File: config.mk
export PLATFORM = sky130hd
export DESIGN_NAME = user_sense_enable_pins
export DESIGN_NICKNAME = d
export VERILOG_FILES = /design/src/user_io_pkg.sv /design/src/sense_qualifier.sv /design/src/user_sense_enable_pins.sv
export VERILOG_INCLUDE_DIRS = /design/src
export SDC_FILE = /design/constraint.sdc
export NUM_CORES = 1
export LEC_CHECK = 0
export ABC_AREA = 1
export BUFFER_PORTS_ARGS = -buffer_cell sky130_fd_sc_hd__buf_4
export CAP_MARGIN = 20
export CELL_PAD_IN_SITES_DETAIL_PLACEMENT = 1
export CELL_PAD_IN_SITES_GLOBAL_PLACEMENT = 1
export CORE_MARGIN = 5
export CORE_UTILIZATION = 47
export CTS_CLUSTER_DIAMETER = 40
export DETAILED_ROUTE_END_ITERATION = 7
export MAX_ROUTING_LAYER = met4
export PLACE_DENSITY_LB_ADDON = 0.05
export SETUP_SLACK_MARGIN = 0.05
export SLEW_MARGIN = 20
export SYNTH_ARGS = -nofsm -noshare
export SYNTH_HDL_FRONTEND = slang
export SYNTH_HIERARCHICAL = 1
export SYNTH_SLANG_ARGS = --single-unit
File: constraint.sdc
create_clock -name clk -period 2.5 [get_ports clk]
set_input_delay 0.25 -clock clk [delete_from_list [all_inputs] [get_ports clk]]
set_output_delay 0.25 -clock clk [all_outputs]
set_load 0.05 [all_outputs]
File: src/user_io_defines.svh
// register offsets, field positions, reset values and timing counts for the user pin block
`ifndef USER_IO_DEFINES_SVH
`define USER_IO_DEFINES_SVH

// ==========================================================
// register map (byte-wide registers, six-bit address)
`define ADDR_W 6
`define DATA_W 8
`define ADDR_MODE 6'h00
`define ADDR_CAUSE 6'h02
`define ADDR_USER_IO 6'h3f

// ==========================================================
// field positions
`define MODE_RUN_BIT 0
`define CAUSE_PARITY_BIT 0
`define UIO_SENSE0_BIT 0
`define UIO_SENSE1_BIT 1
`define UIO_ENABLE0_BIT 2
`define UIO_ENABLE1_BIT 3

// ==========================================================
// reset values
`define MODE_RST 8'h00
`define CAUSE_RST 8'h00
`define UIO_RST 8'h00

// ==========================================================
// timing: sense pulse minimum width
`define CLK_PERIOD_NS 10
`define SENSE_MIN_NS 160
`define SENSE_CYCLES ((`SENSE_MIN_NS + `CLK_PERIOD_NS - 1) / `CLK_PERIOD_NS)
`define SENSE_CNT_W 5

`endif

File: src/user_io_pkg.sv
// types shared by the user pin block
package user_io_pkg;
	`include "user_io_defines.svh"

	typedef struct packed {
		logic [`ADDR_W-1:0] addr;
		logic [`DATA_W-1:0] wdata;
		logic wpar;
		logic wr;
		logic rd;
	} bus_req_s;

	typedef enum logic [1:0] {
		q_idle,
		q_count,
		q_held
	} qual_state_e;
endpackage

File: src/sense_qualifier.sv
// synchroniser and pulse-width qualifier for one sense input
`timescale 1ns/10ps
`include "user_io_defines.svh"
module sense_qualifier
	import user_io_pkg::*;
(
	// clock and reset
	input wire logic clk,
	input wire logic rst,
	// pin in, qualified event out
	input wire logic pin,
	output logic hit
);
	// ==========================================================
	// two-stage synchroniser
	logic sync1_q;
	logic sync2_q;
	always_ff @(posedge clk or posedge rst) begin
		if (rst) begin
			sync1_q <= 1'b0;
			sync2_q <= 1'b0;
		end else begin
			sync1_q <= pin;
			sync2_q <= sync1_q;
		end
	end

	// ==========================================================
	// count consecutive asserted cycles; hit stays high while held
	qual_state_e st_q, st_d;
	logic [`SENSE_CNT_W-1:0] cnt_q, cnt_d;
	always_comb begin
		st_d = st_q;
		cnt_d = cnt_q;
		case (st_q)
			q_idle: begin
				cnt_d = '0;
				if (sync2_q) begin
					st_d = q_count;
					cnt_d = `SENSE_CNT_W'(1);
				end
			end
			q_count: begin
				if (!sync2_q) begin
					st_d = q_idle;
				end else if (cnt_q == `SENSE_CNT_W'(`SENSE_CYCLES - 1)) begin
					st_d = q_held;
				end else begin
					cnt_d = cnt_q + `SENSE_CNT_W'(1);
				end
			end
			q_held: begin
				if (!sync2_q) begin
					st_d = q_idle;
				end
			end
			default: st_d = q_idle;
		endcase
	end
	always_ff @(posedge clk or posedge rst) begin
		if (rst) begin
			st_q <= q_idle;
			cnt_q <= '0;
		end else begin
			st_q <= st_d;
			cnt_q <= cnt_d;
		end
	end

	assign hit = (st_q == q_held);
endmodule

File: src/user_sense_enable_pins.sv
// user sense and enable pins with their byte-wide register slave
//
// Contract
// reset clears every register, sense and enable
// reset forces mode bit zero: stop mode
// host holds reset, waits before access
// sense flag 0 sets after 160 ns
// sense flag 0 sticky until bus clear
// sense flag 1 sets, sticky likewise
// enable output 0 follows enable bit 0
// enable output 1 follows enable bit 1
// sixty-four byte registers, six-bit address; the code maps only mode, cause and user io, other offsets read zero
// bad parity write dropped, error flagged
// sense synchronised and qualified by count
// writing zero clears sense flag; relatches
//
// Our own choices: the address-and-strobe port and the register offsets.
`timescale 1ns/10ps
`include "user_io_defines.svh"
module user_sense_enable_pins
	import user_io_pkg::*;
(
	// clock and reset
	input wire logic clk,
	input wire logic rst_n,
	// register port
	input wire user_io_pkg::bus_req_s bus,
	output logic [`DATA_W-1:0] rdata,
	output logic rpar,
	// user pins
	input wire logic user_sense_in_0,
	input wire logic user_sense_in_1,
	output logic user_enable_out_0,
	output logic user_enable_out_1,
	// mode state
	output logic run_mode
);
	import user_io_pkg::*;

	// ==========================================================
	// reset: the pin is asynchronous in assertion; internal active high
	logic rst;
	assign rst = !rst_n;

	// ==========================================================
	// sense qualification
	logic hit0, hit1;
	sense_qualifier u_q0 (.clk(clk), .rst(rst), .pin(user_sense_in_0), .hit(hit0));
	sense_qualifier u_q1 (.clk(clk), .rst(rst), .pin(user_sense_in_1), .hit(hit1));

	// ==========================================================
	// register file: mode, interrupt cause, user io
	logic [`DATA_W-1:0] mode_q, mode_d;
	logic [`DATA_W-1:0] cause_q, cause_d;
	logic [`DATA_W-1:0] uio_q, uio_d;
	logic [`DATA_W-1:0] rdata_q, rdata_d;
	logic rpar_q, rpar_d;
	logic en0_q, en1_q;
	logic par_ok, wr_ok;

	// odd parity across data and parity bit
	assign par_ok = ^{bus.wdata, bus.wpar};
	assign wr_ok = bus.wr && par_ok;

	always_comb begin
		mode_d = mode_q;
		cause_d = cause_q;
		uio_d = uio_q;
		rdata_d = '0;
		if (wr_ok) begin
			case (bus.addr)
				`ADDR_MODE: mode_d = bus.wdata;
				// a written one clears a cause bit, set still wins below
				`ADDR_CAUSE: cause_d = cause_q & ~bus.wdata;
				`ADDR_USER_IO: uio_d = bus.wdata;
				default: ;
			endcase
		end
		if (bus.wr && !par_ok) begin
			cause_d[`CAUSE_PARITY_BIT] = 1'b1;
		end
		// hardware set wins over a clear in the same cycle
		if (hit0) begin
			uio_d[`UIO_SENSE0_BIT] = 1'b1;
		end
		if (hit1) begin
			uio_d[`UIO_SENSE1_BIT] = 1'b1;
		end
		if (bus.rd) begin
			case (bus.addr)
				`ADDR_MODE: rdata_d = mode_q;
				`ADDR_CAUSE: rdata_d = cause_q;
				`ADDR_USER_IO: rdata_d = uio_q;
				default: rdata_d = '0;
			endcase
		end
		rpar_d = ~^rdata_d;
	end

	always_ff @(posedge clk or posedge rst) begin
		if (rst) begin
			mode_q <= `MODE_RST;
			cause_q <= `CAUSE_RST;
			uio_q <= `UIO_RST;
			rdata_q <= '0;
			rpar_q <= 1'b1;
			en0_q <= 1'b0;
			en1_q <= 1'b0;
		end else begin
			mode_q <= mode_d;
			cause_q <= cause_d;
			uio_q <= uio_d;
			rdata_q <= rdata_d;
			rpar_q <= rpar_d;
			en0_q <= uio_d[`UIO_ENABLE0_BIT];
			en1_q <= uio_d[`UIO_ENABLE1_BIT];
		end
	end

	// ==========================================================
	// outputs straight from flip-flops
	assign rdata = rdata_q;
	assign rpar = rpar_q;
	assign user_enable_out_0 = en0_q;
	assign user_enable_out_1 = en1_q;
	assign run_mode = mode_q[`MODE_RUN_BIT];

	// ==========================================================
	// checks
	chk_en0_follow: assert property (@(posedge clk) disable iff (rst)
		user_enable_out_0 == uio_q[`UIO_ENABLE0_BIT])
		else $error("enable out 0 differs from its bit");
	chk_en1_follow: assert property (@(posedge clk) disable iff (rst)
		user_enable_out_1 == uio_q[`UIO_ENABLE1_BIT])
		else $error("enable out 1 differs from its bit");
	// sixteen samples high is the shortest pulse that must latch
	chk_sense0_set: assert property (@(posedge clk) disable iff (rst)
		user_sense_in_0 [*8] ##1 user_sense_in_0 [*8]
		|-> ##4 uio_q[`UIO_SENSE0_BIT])
		else $error("sense flag 0 not set after qualified pulse");
	chk_sense1_set: assert property (@(posedge clk) disable iff (rst)
		user_sense_in_1 [*8] ##1 user_sense_in_1 [*8]
		|-> ##4 uio_q[`UIO_SENSE1_BIT])
		else $error("sense flag 1 not set after qualified pulse");
	chk_sense0_sticky: assert property (@(posedge clk) disable iff (rst)
		uio_q[`UIO_SENSE0_BIT] && !(bus.wr && bus.addr == `ADDR_USER_IO)
		|=> uio_q[`UIO_SENSE0_BIT])
		else $error("sense flag 0 dropped without a bus write");
	chk_sense1_sticky: assert property (@(posedge clk) disable iff (rst)
		uio_q[`UIO_SENSE1_BIT] && !(bus.wr && bus.addr == `ADDR_USER_IO)
		|=> uio_q[`UIO_SENSE1_BIT])
		else $error("sense flag 1 dropped without a bus write");
	chk_no_short: assert property (@(posedge clk) disable iff (rst)
		$rose(uio_q[`UIO_SENSE0_BIT]) |-> $past(user_sense_in_0, 18))
		else $error("sense flag 0 set by a short pulse");
	chk_parity_err: assert property (@(posedge clk) disable iff (rst)
		bus.wr && !(^{bus.wdata, bus.wpar}) |=> cause_q[`CAUSE_PARITY_BIT] && $stable(mode_q))
		else $error("bad parity write not dropped or flagged");
	chk_parity_uio: assert property (@(posedge clk) disable iff (rst)
		bus.wr && !(^{bus.wdata, bus.wpar})
		|=> $stable(uio_q[`UIO_ENABLE1_BIT:`UIO_ENABLE0_BIT]))
		else $error("bad parity write changed an enable bit");
	chk_cause_clear: assert property (@(posedge clk) disable iff (rst)
		bus.wr && (^{bus.wdata, bus.wpar}) && bus.addr == `ADDR_CAUSE
		&& bus.wdata[`CAUSE_PARITY_BIT] |=> !cause_q[`CAUSE_PARITY_BIT])
		else $error("parity error flag not cleared by a written one");
	chk_read_data: assert property (@(posedge clk) disable iff (rst)
		bus.rd && bus.addr == `ADDR_USER_IO |=> rdata == $past(uio_q) && (^{rdata, rpar}))
		else $error("read data or parity wrong");
	chk_clear_zero: assert property (@(posedge clk) disable iff (rst)
		bus.wr && (^{bus.wdata, bus.wpar}) && bus.addr == `ADDR_USER_IO
		&& !bus.wdata[`UIO_SENSE0_BIT] && !hit0 |=> !uio_q[`UIO_SENSE0_BIT])
		else $error("sense flag 0 not cleared by write of zero");
	chk_clear_one: assert property (@(posedge clk) disable iff (rst)
		bus.wr && (^{bus.wdata, bus.wpar}) && bus.addr == `ADDR_USER_IO
		&& !bus.wdata[`UIO_SENSE1_BIT] && !hit1 |=> !uio_q[`UIO_SENSE1_BIT])
		else $error("sense flag 1 not cleared by write of zero");
	chk_no_short1: assert property (@(posedge clk) disable iff (rst)
		$rose(uio_q[`UIO_SENSE1_BIT]) && !$past(bus.wr)
		|-> $past(user_sense_in_1, 18) && $past(user_sense_in_1, 4))
		else $error("sense flag 1 set by a short pulse");

	// ==========================================================
	// reset and plain register checks
	// reset is sampled without a disable so the cleared state itself is checked
	chk_reset_clear: assert property (@(posedge clk)
		rst |-> !user_enable_out_0 && !user_enable_out_1 && uio_q == `UIO_RST
		&& cause_q == `CAUSE_RST)
		else $error("reset left a register or enable set");
	chk_reset_stop: assert property (@(posedge clk)
		rst |-> !run_mode && mode_q == `MODE_RST)
		else $error("reset did not force stop mode");
	chk_mode_write: assert property (@(posedge clk) disable iff (rst)
		bus.wr && (^{bus.wdata, bus.wpar}) && bus.addr == `ADDR_MODE
		|=> mode_q == $past(bus.wdata))
		else $error("mode write did not land");
	chk_enable_write: assert property (@(posedge clk) disable iff (rst)
		bus.wr && (^{bus.wdata, bus.wpar}) && bus.addr == `ADDR_USER_IO
		|=> uio_q[`UIO_ENABLE1_BIT:`UIO_ENABLE0_BIT]
		== $past(bus.wdata[`UIO_ENABLE1_BIT:`UIO_ENABLE0_BIT]))
		else $error("enable bits not written");
	chk_unmapped_rd: assert property (@(posedge clk) disable iff (rst)
		bus.rd && bus.addr != `ADDR_MODE && bus.addr != `ADDR_CAUSE
		&& bus.addr != `ADDR_USER_IO |=> rdata == '0)
		else $error("unmapped read returned data");
	chk_rdata_idle: assert property (@(posedge clk) disable iff (rst)
		!bus.rd |=> rdata == '0 && rpar)
		else $error("read data stands without a read");
endmodule
==> impl_metrics.env <==
export IMPL_cts_sinks=51
export IMPL_vias=2375
export IMPL_clk_path_buf_depth=2
export IMPL_crit_start="u_q0/cnt_q[0]"
export IMPL_sequentialPowerShare=0.490
export IMPL_start_util=0.479
export IMPL_hp_class="primary input to register"
export IMPL_p_clk_frac=0.356
export IMPL_yosysSeqAreaShare=0.456
export IMPL_dp_hpwl_um=5260
export IMPL_hold_viol=0
export IMPL_drt_wl_total_um=6740
export IMPL_antenna_found_initial=0
export IMPL_port_buffers=32
export IMPL_grt_start_max_net_pins=35
export IMPL_grt_util_all_layers=0.204
export IMPL_rsz0062_at_grt="no"
export IMPL_numCtsBuffers=5
export IMPL_ff2ff_setup_slack_ps=940
export IMPL_endpoint="u_q0/cnt_q[2]"
export IMPL_power_switching_w=0.000517
export IMPL_wl_per_cell_um=15.1
export IMPL_antennaDiodeCount=0
export IMPL_vdd_drop_max_mv=0.314
export IMPL_slew_headroom=0.711
export IMPL_syn_cell_area_sq_um=2800
export IMPL_die_y_um=87.2
export IMPL_intPower_w=0.00138
export IMPL_h_tree_depth=2
export IMPL_worstReg2RegEnd="u_q0/cnt_q[2]"
export IMPL_placed_cell_area_sq_um=3090
export IMPL_critPathRequiredTime_ps=2700
export IMPL_coreArea_sq_um=5850
export IMPL_rr_worst_depth=10
export IMPL_power_density_nw_per_um2=587
export IMPL_drive_gt1_frac=0.243
export IMPL_fin_crit_ps=1560
export IMPL_final_cell_area_sq_um=3240
export IMPL_min_path_cells=1
export IMPL_rows=28
export IMPL_grt_pass1_wl_um=11900
export IMPL_p_comb_frac=0.154
export IMPL_outcome="complete, no violations"
export IMPL_cp_start_kind="register"
export IMPL_period_share=0.624
export IMPL_critPathArrivalTime_ps=1760
export IMPL_drt_iter0_markers=90
export IMPL_area_growth_pct=15.5
export IMPL_swShare=0.272
export IMPL_cts_tree="yes"
export IMPL_finClkSkew_ps=6.57
export IMPL_endpoint_kind="register"
export IMPL_die_area_sq_um=7600
export IMPL_grt_pass1_vias=2572
export IMPL_ys_seq_elements=51
export IMPL_leakagePower_nw=1.76
export IMPL_path_max_fanout=5
export IMPL_ant_nets=0
export IMPL_synthDistinctLibCells=31
export IMPL_yosys_warnings=6
export IMPL_tightest_slew_ps=434
export IMPL_power_w=0.00190
export IMPL_setup_tns_ps=0
export IMPL_viasPerCell=5.33
export IMPL_clkLatencyLatePin_ps=310
export IMPL_setup_viol=0
export IMPL_syn_inst=335
export IMPL_gr_total_overflow=0
export IMPL_post_cts_setup_buffer_count=0
export IMPL_fmax_mhz=641
export IMPL_syn_nets=360
export IMPL_critical_path_class="register to register"
export IMPL_avgSynthCellArea_sq_um=8.36
export IMPL_drv_slew=0
export IMPL_place_congestion=0.798
export IMPL_die_w_um=87.2
export IMPL_io_pins=33
export IMPL_timing_rr_start="u_q0/cnt_q[0]"
export IMPL_drv_cap=0
export IMPL_remaining_drc_errors=0
export IMPL_root_buffer="clkbuf_8"
export IMPL_nets=395
export IMPL_detail_route_first_pass_iterations=4
export IMPL_clk_pin_slew_ps=90
-- Yosys cell counts --
master / n / area (sq um)
a21boi_2: 1 / 11.3
o21ai_2: 15 / 131
nand3_4: 2 / 35.0
or2_1: 2 / 12.5
xor2_1: 2 / 17.5
clkbuf_1: 1 / 3.75
nand3_1: 42 / 210
o21ai_1: 2 / 10.0
clkinv_1: 1 / 3.75
inv_2: 9 / 33.8
nor2_1: 14 / 52.6
o22ai_2: 2 / 25.0
nand4_1: 19 / 119
inv_1: 41 / 154
buf_4: 2 / 15.0
nor2_2: 4 / 25.0
nand2_1: 84 / 315
nand2_2: 7 / 43.8
buf_6: 2 / 22.5
o21a_1: 8 / 60.1
nand3b_1: 1 / 7.51
nand2_4: 3 / 33.8
dfrtp_1: 50 / 1250
dfstp_2: 1 / 26.3
nor2_8: 1 / 20.0
nand3_2: 2 / 20.0
nor2_4: 2 / 22.5
inv_4: 2 / 12.5
ha_1: 4 / 50.1
xnor2_1: 3 / 26.3
o21ai_0: 6 / 30.0
-- per-stage QoR --
stage,hold WS [ps],cells,setup WS (ps),utilization
CTS,37.7,446,933,0.553
detailed placement,228,437,776,0.529
global placement,229,437,827,0.529
finish,47.1,446,939,0.553
floorplan,-45.6,335,1100,-
global route,30.9,446,825,0.553
-- final cells by class --
class | count | area, sq um
Fill cell | 711 | 2610
Multi-Input combinational cell | 226 | 1280
Sequential cell | 51 | 1280
Timing Repair Buffer | 33 | 250
Inverter | 53 | 204
Tap cell | 75 | 93.8
Clock buffer | 6 | 72.6
Clock inverter | 2 | 60.1
-- worst min path at each step --
stage / startpoint / end / slack (ps)
floorplan: rst_n / cause_q[0] / -50
global placement: rst_n / uio_q[7] / 230
detailed placement: rst_n / cause_q[7] / 230
CTS: user_sense_in_1 / u_q1/sync1_q / 40
global route: user_sense_in_1 / u_q1/sync1_q / 30
finish: user_sense_in_1 / u_q1/sync1_q / 50
-- layer usage --
metal / vias to the layer above / GRT usage / share of wire
met1: 1166 / 0.228 / 0.40
met2: 36 / 0.373 / 0.55
met5: - / - / 0
li1: 1159 / - / -
met4: 0 / 0.0600 / 0.018
met3: 14 / 0.0322 / 0.035
-- state kept, by name (all words and copies together) (netlist names) --
name,cells
cause_q,8
mode_q,8
rdata,8
uio_q,8
u_q0/cnt_q,5
u_q1/cnt_q,5
u_q0/st_q,2
u_q1/st_q,2
rpar,1
u_q0/sync1_q,1
u_q0/sync2_q,1
u_q1/sync1_q,1
u_q1/sync2_q,1
-- power by group through the flow --
| stage | registers [W] | clock network [W] | logic (W) |
|---|---|---|---|
| floorplan | 0.000951 | 0 | 0.000182 |
| global placement | 0.000945 | 0 | 0.000284 |
| detailed placement | 0.000948 | 0 | 0.000295 |
| CTS | 0.000932 | 0.000692 | 0.000298 |
| global route | 0.000940 | 0.000726 | 0.000330 |
| finish | 0.000931 | 0.000677 | 0.000292 |
-- timing repair --
| item | in CTS | in global routing |
|---|---|---|
| hold endpoints to repair | 32 | 0 |
| setup endpoints to repair | 0 | 0 |
| hold buffers | 1 | 0 |
| resized for setup | 0 | 0 |
-- logic make-up (layout without fill, tap and decap cells) --
group,Yosys count,in the layout,synth area share
xor+xnor,5,5,0.0156
flops,51,51,0.456
fa+ha+maj,4,4,0.0179
simple gates,183,183,0.327
compound gates,34,34,0.0956
buf+inv,58,94,0.0875
-- cell usage in the layout (no fill, tap or decap), types with 3 or more instances in the layout --
master	Yosys	routed
nand2_4	3	3
ha_1	4	4
buf_4	2	32
nor2_2	4	4
inv_1	41	41
nand2_1	84	84
xnor2_1	3	3
o21ai_2	15	15
nand4_1	19	19
inv_2	9	9
clkbuf_8	0	5
dfrtp_1	50	50
o21ai_0	6	6
o21a_1	8	8
nand2_2	7	7
nor2_1	14	14
nand3_1	42	42
-- worst max-delay path, stage by stage (launching register included) --
cell     delay, ps
dfrtp_1        430
ha_1           230
nand2_1        100
nor2_1          60
ha_1           200
inv_2           70
nand3_2         90
nand2_4        100
inv_4           50
nand2_1         60
o21ai_2         50
(Power assumes the default switching activity.)
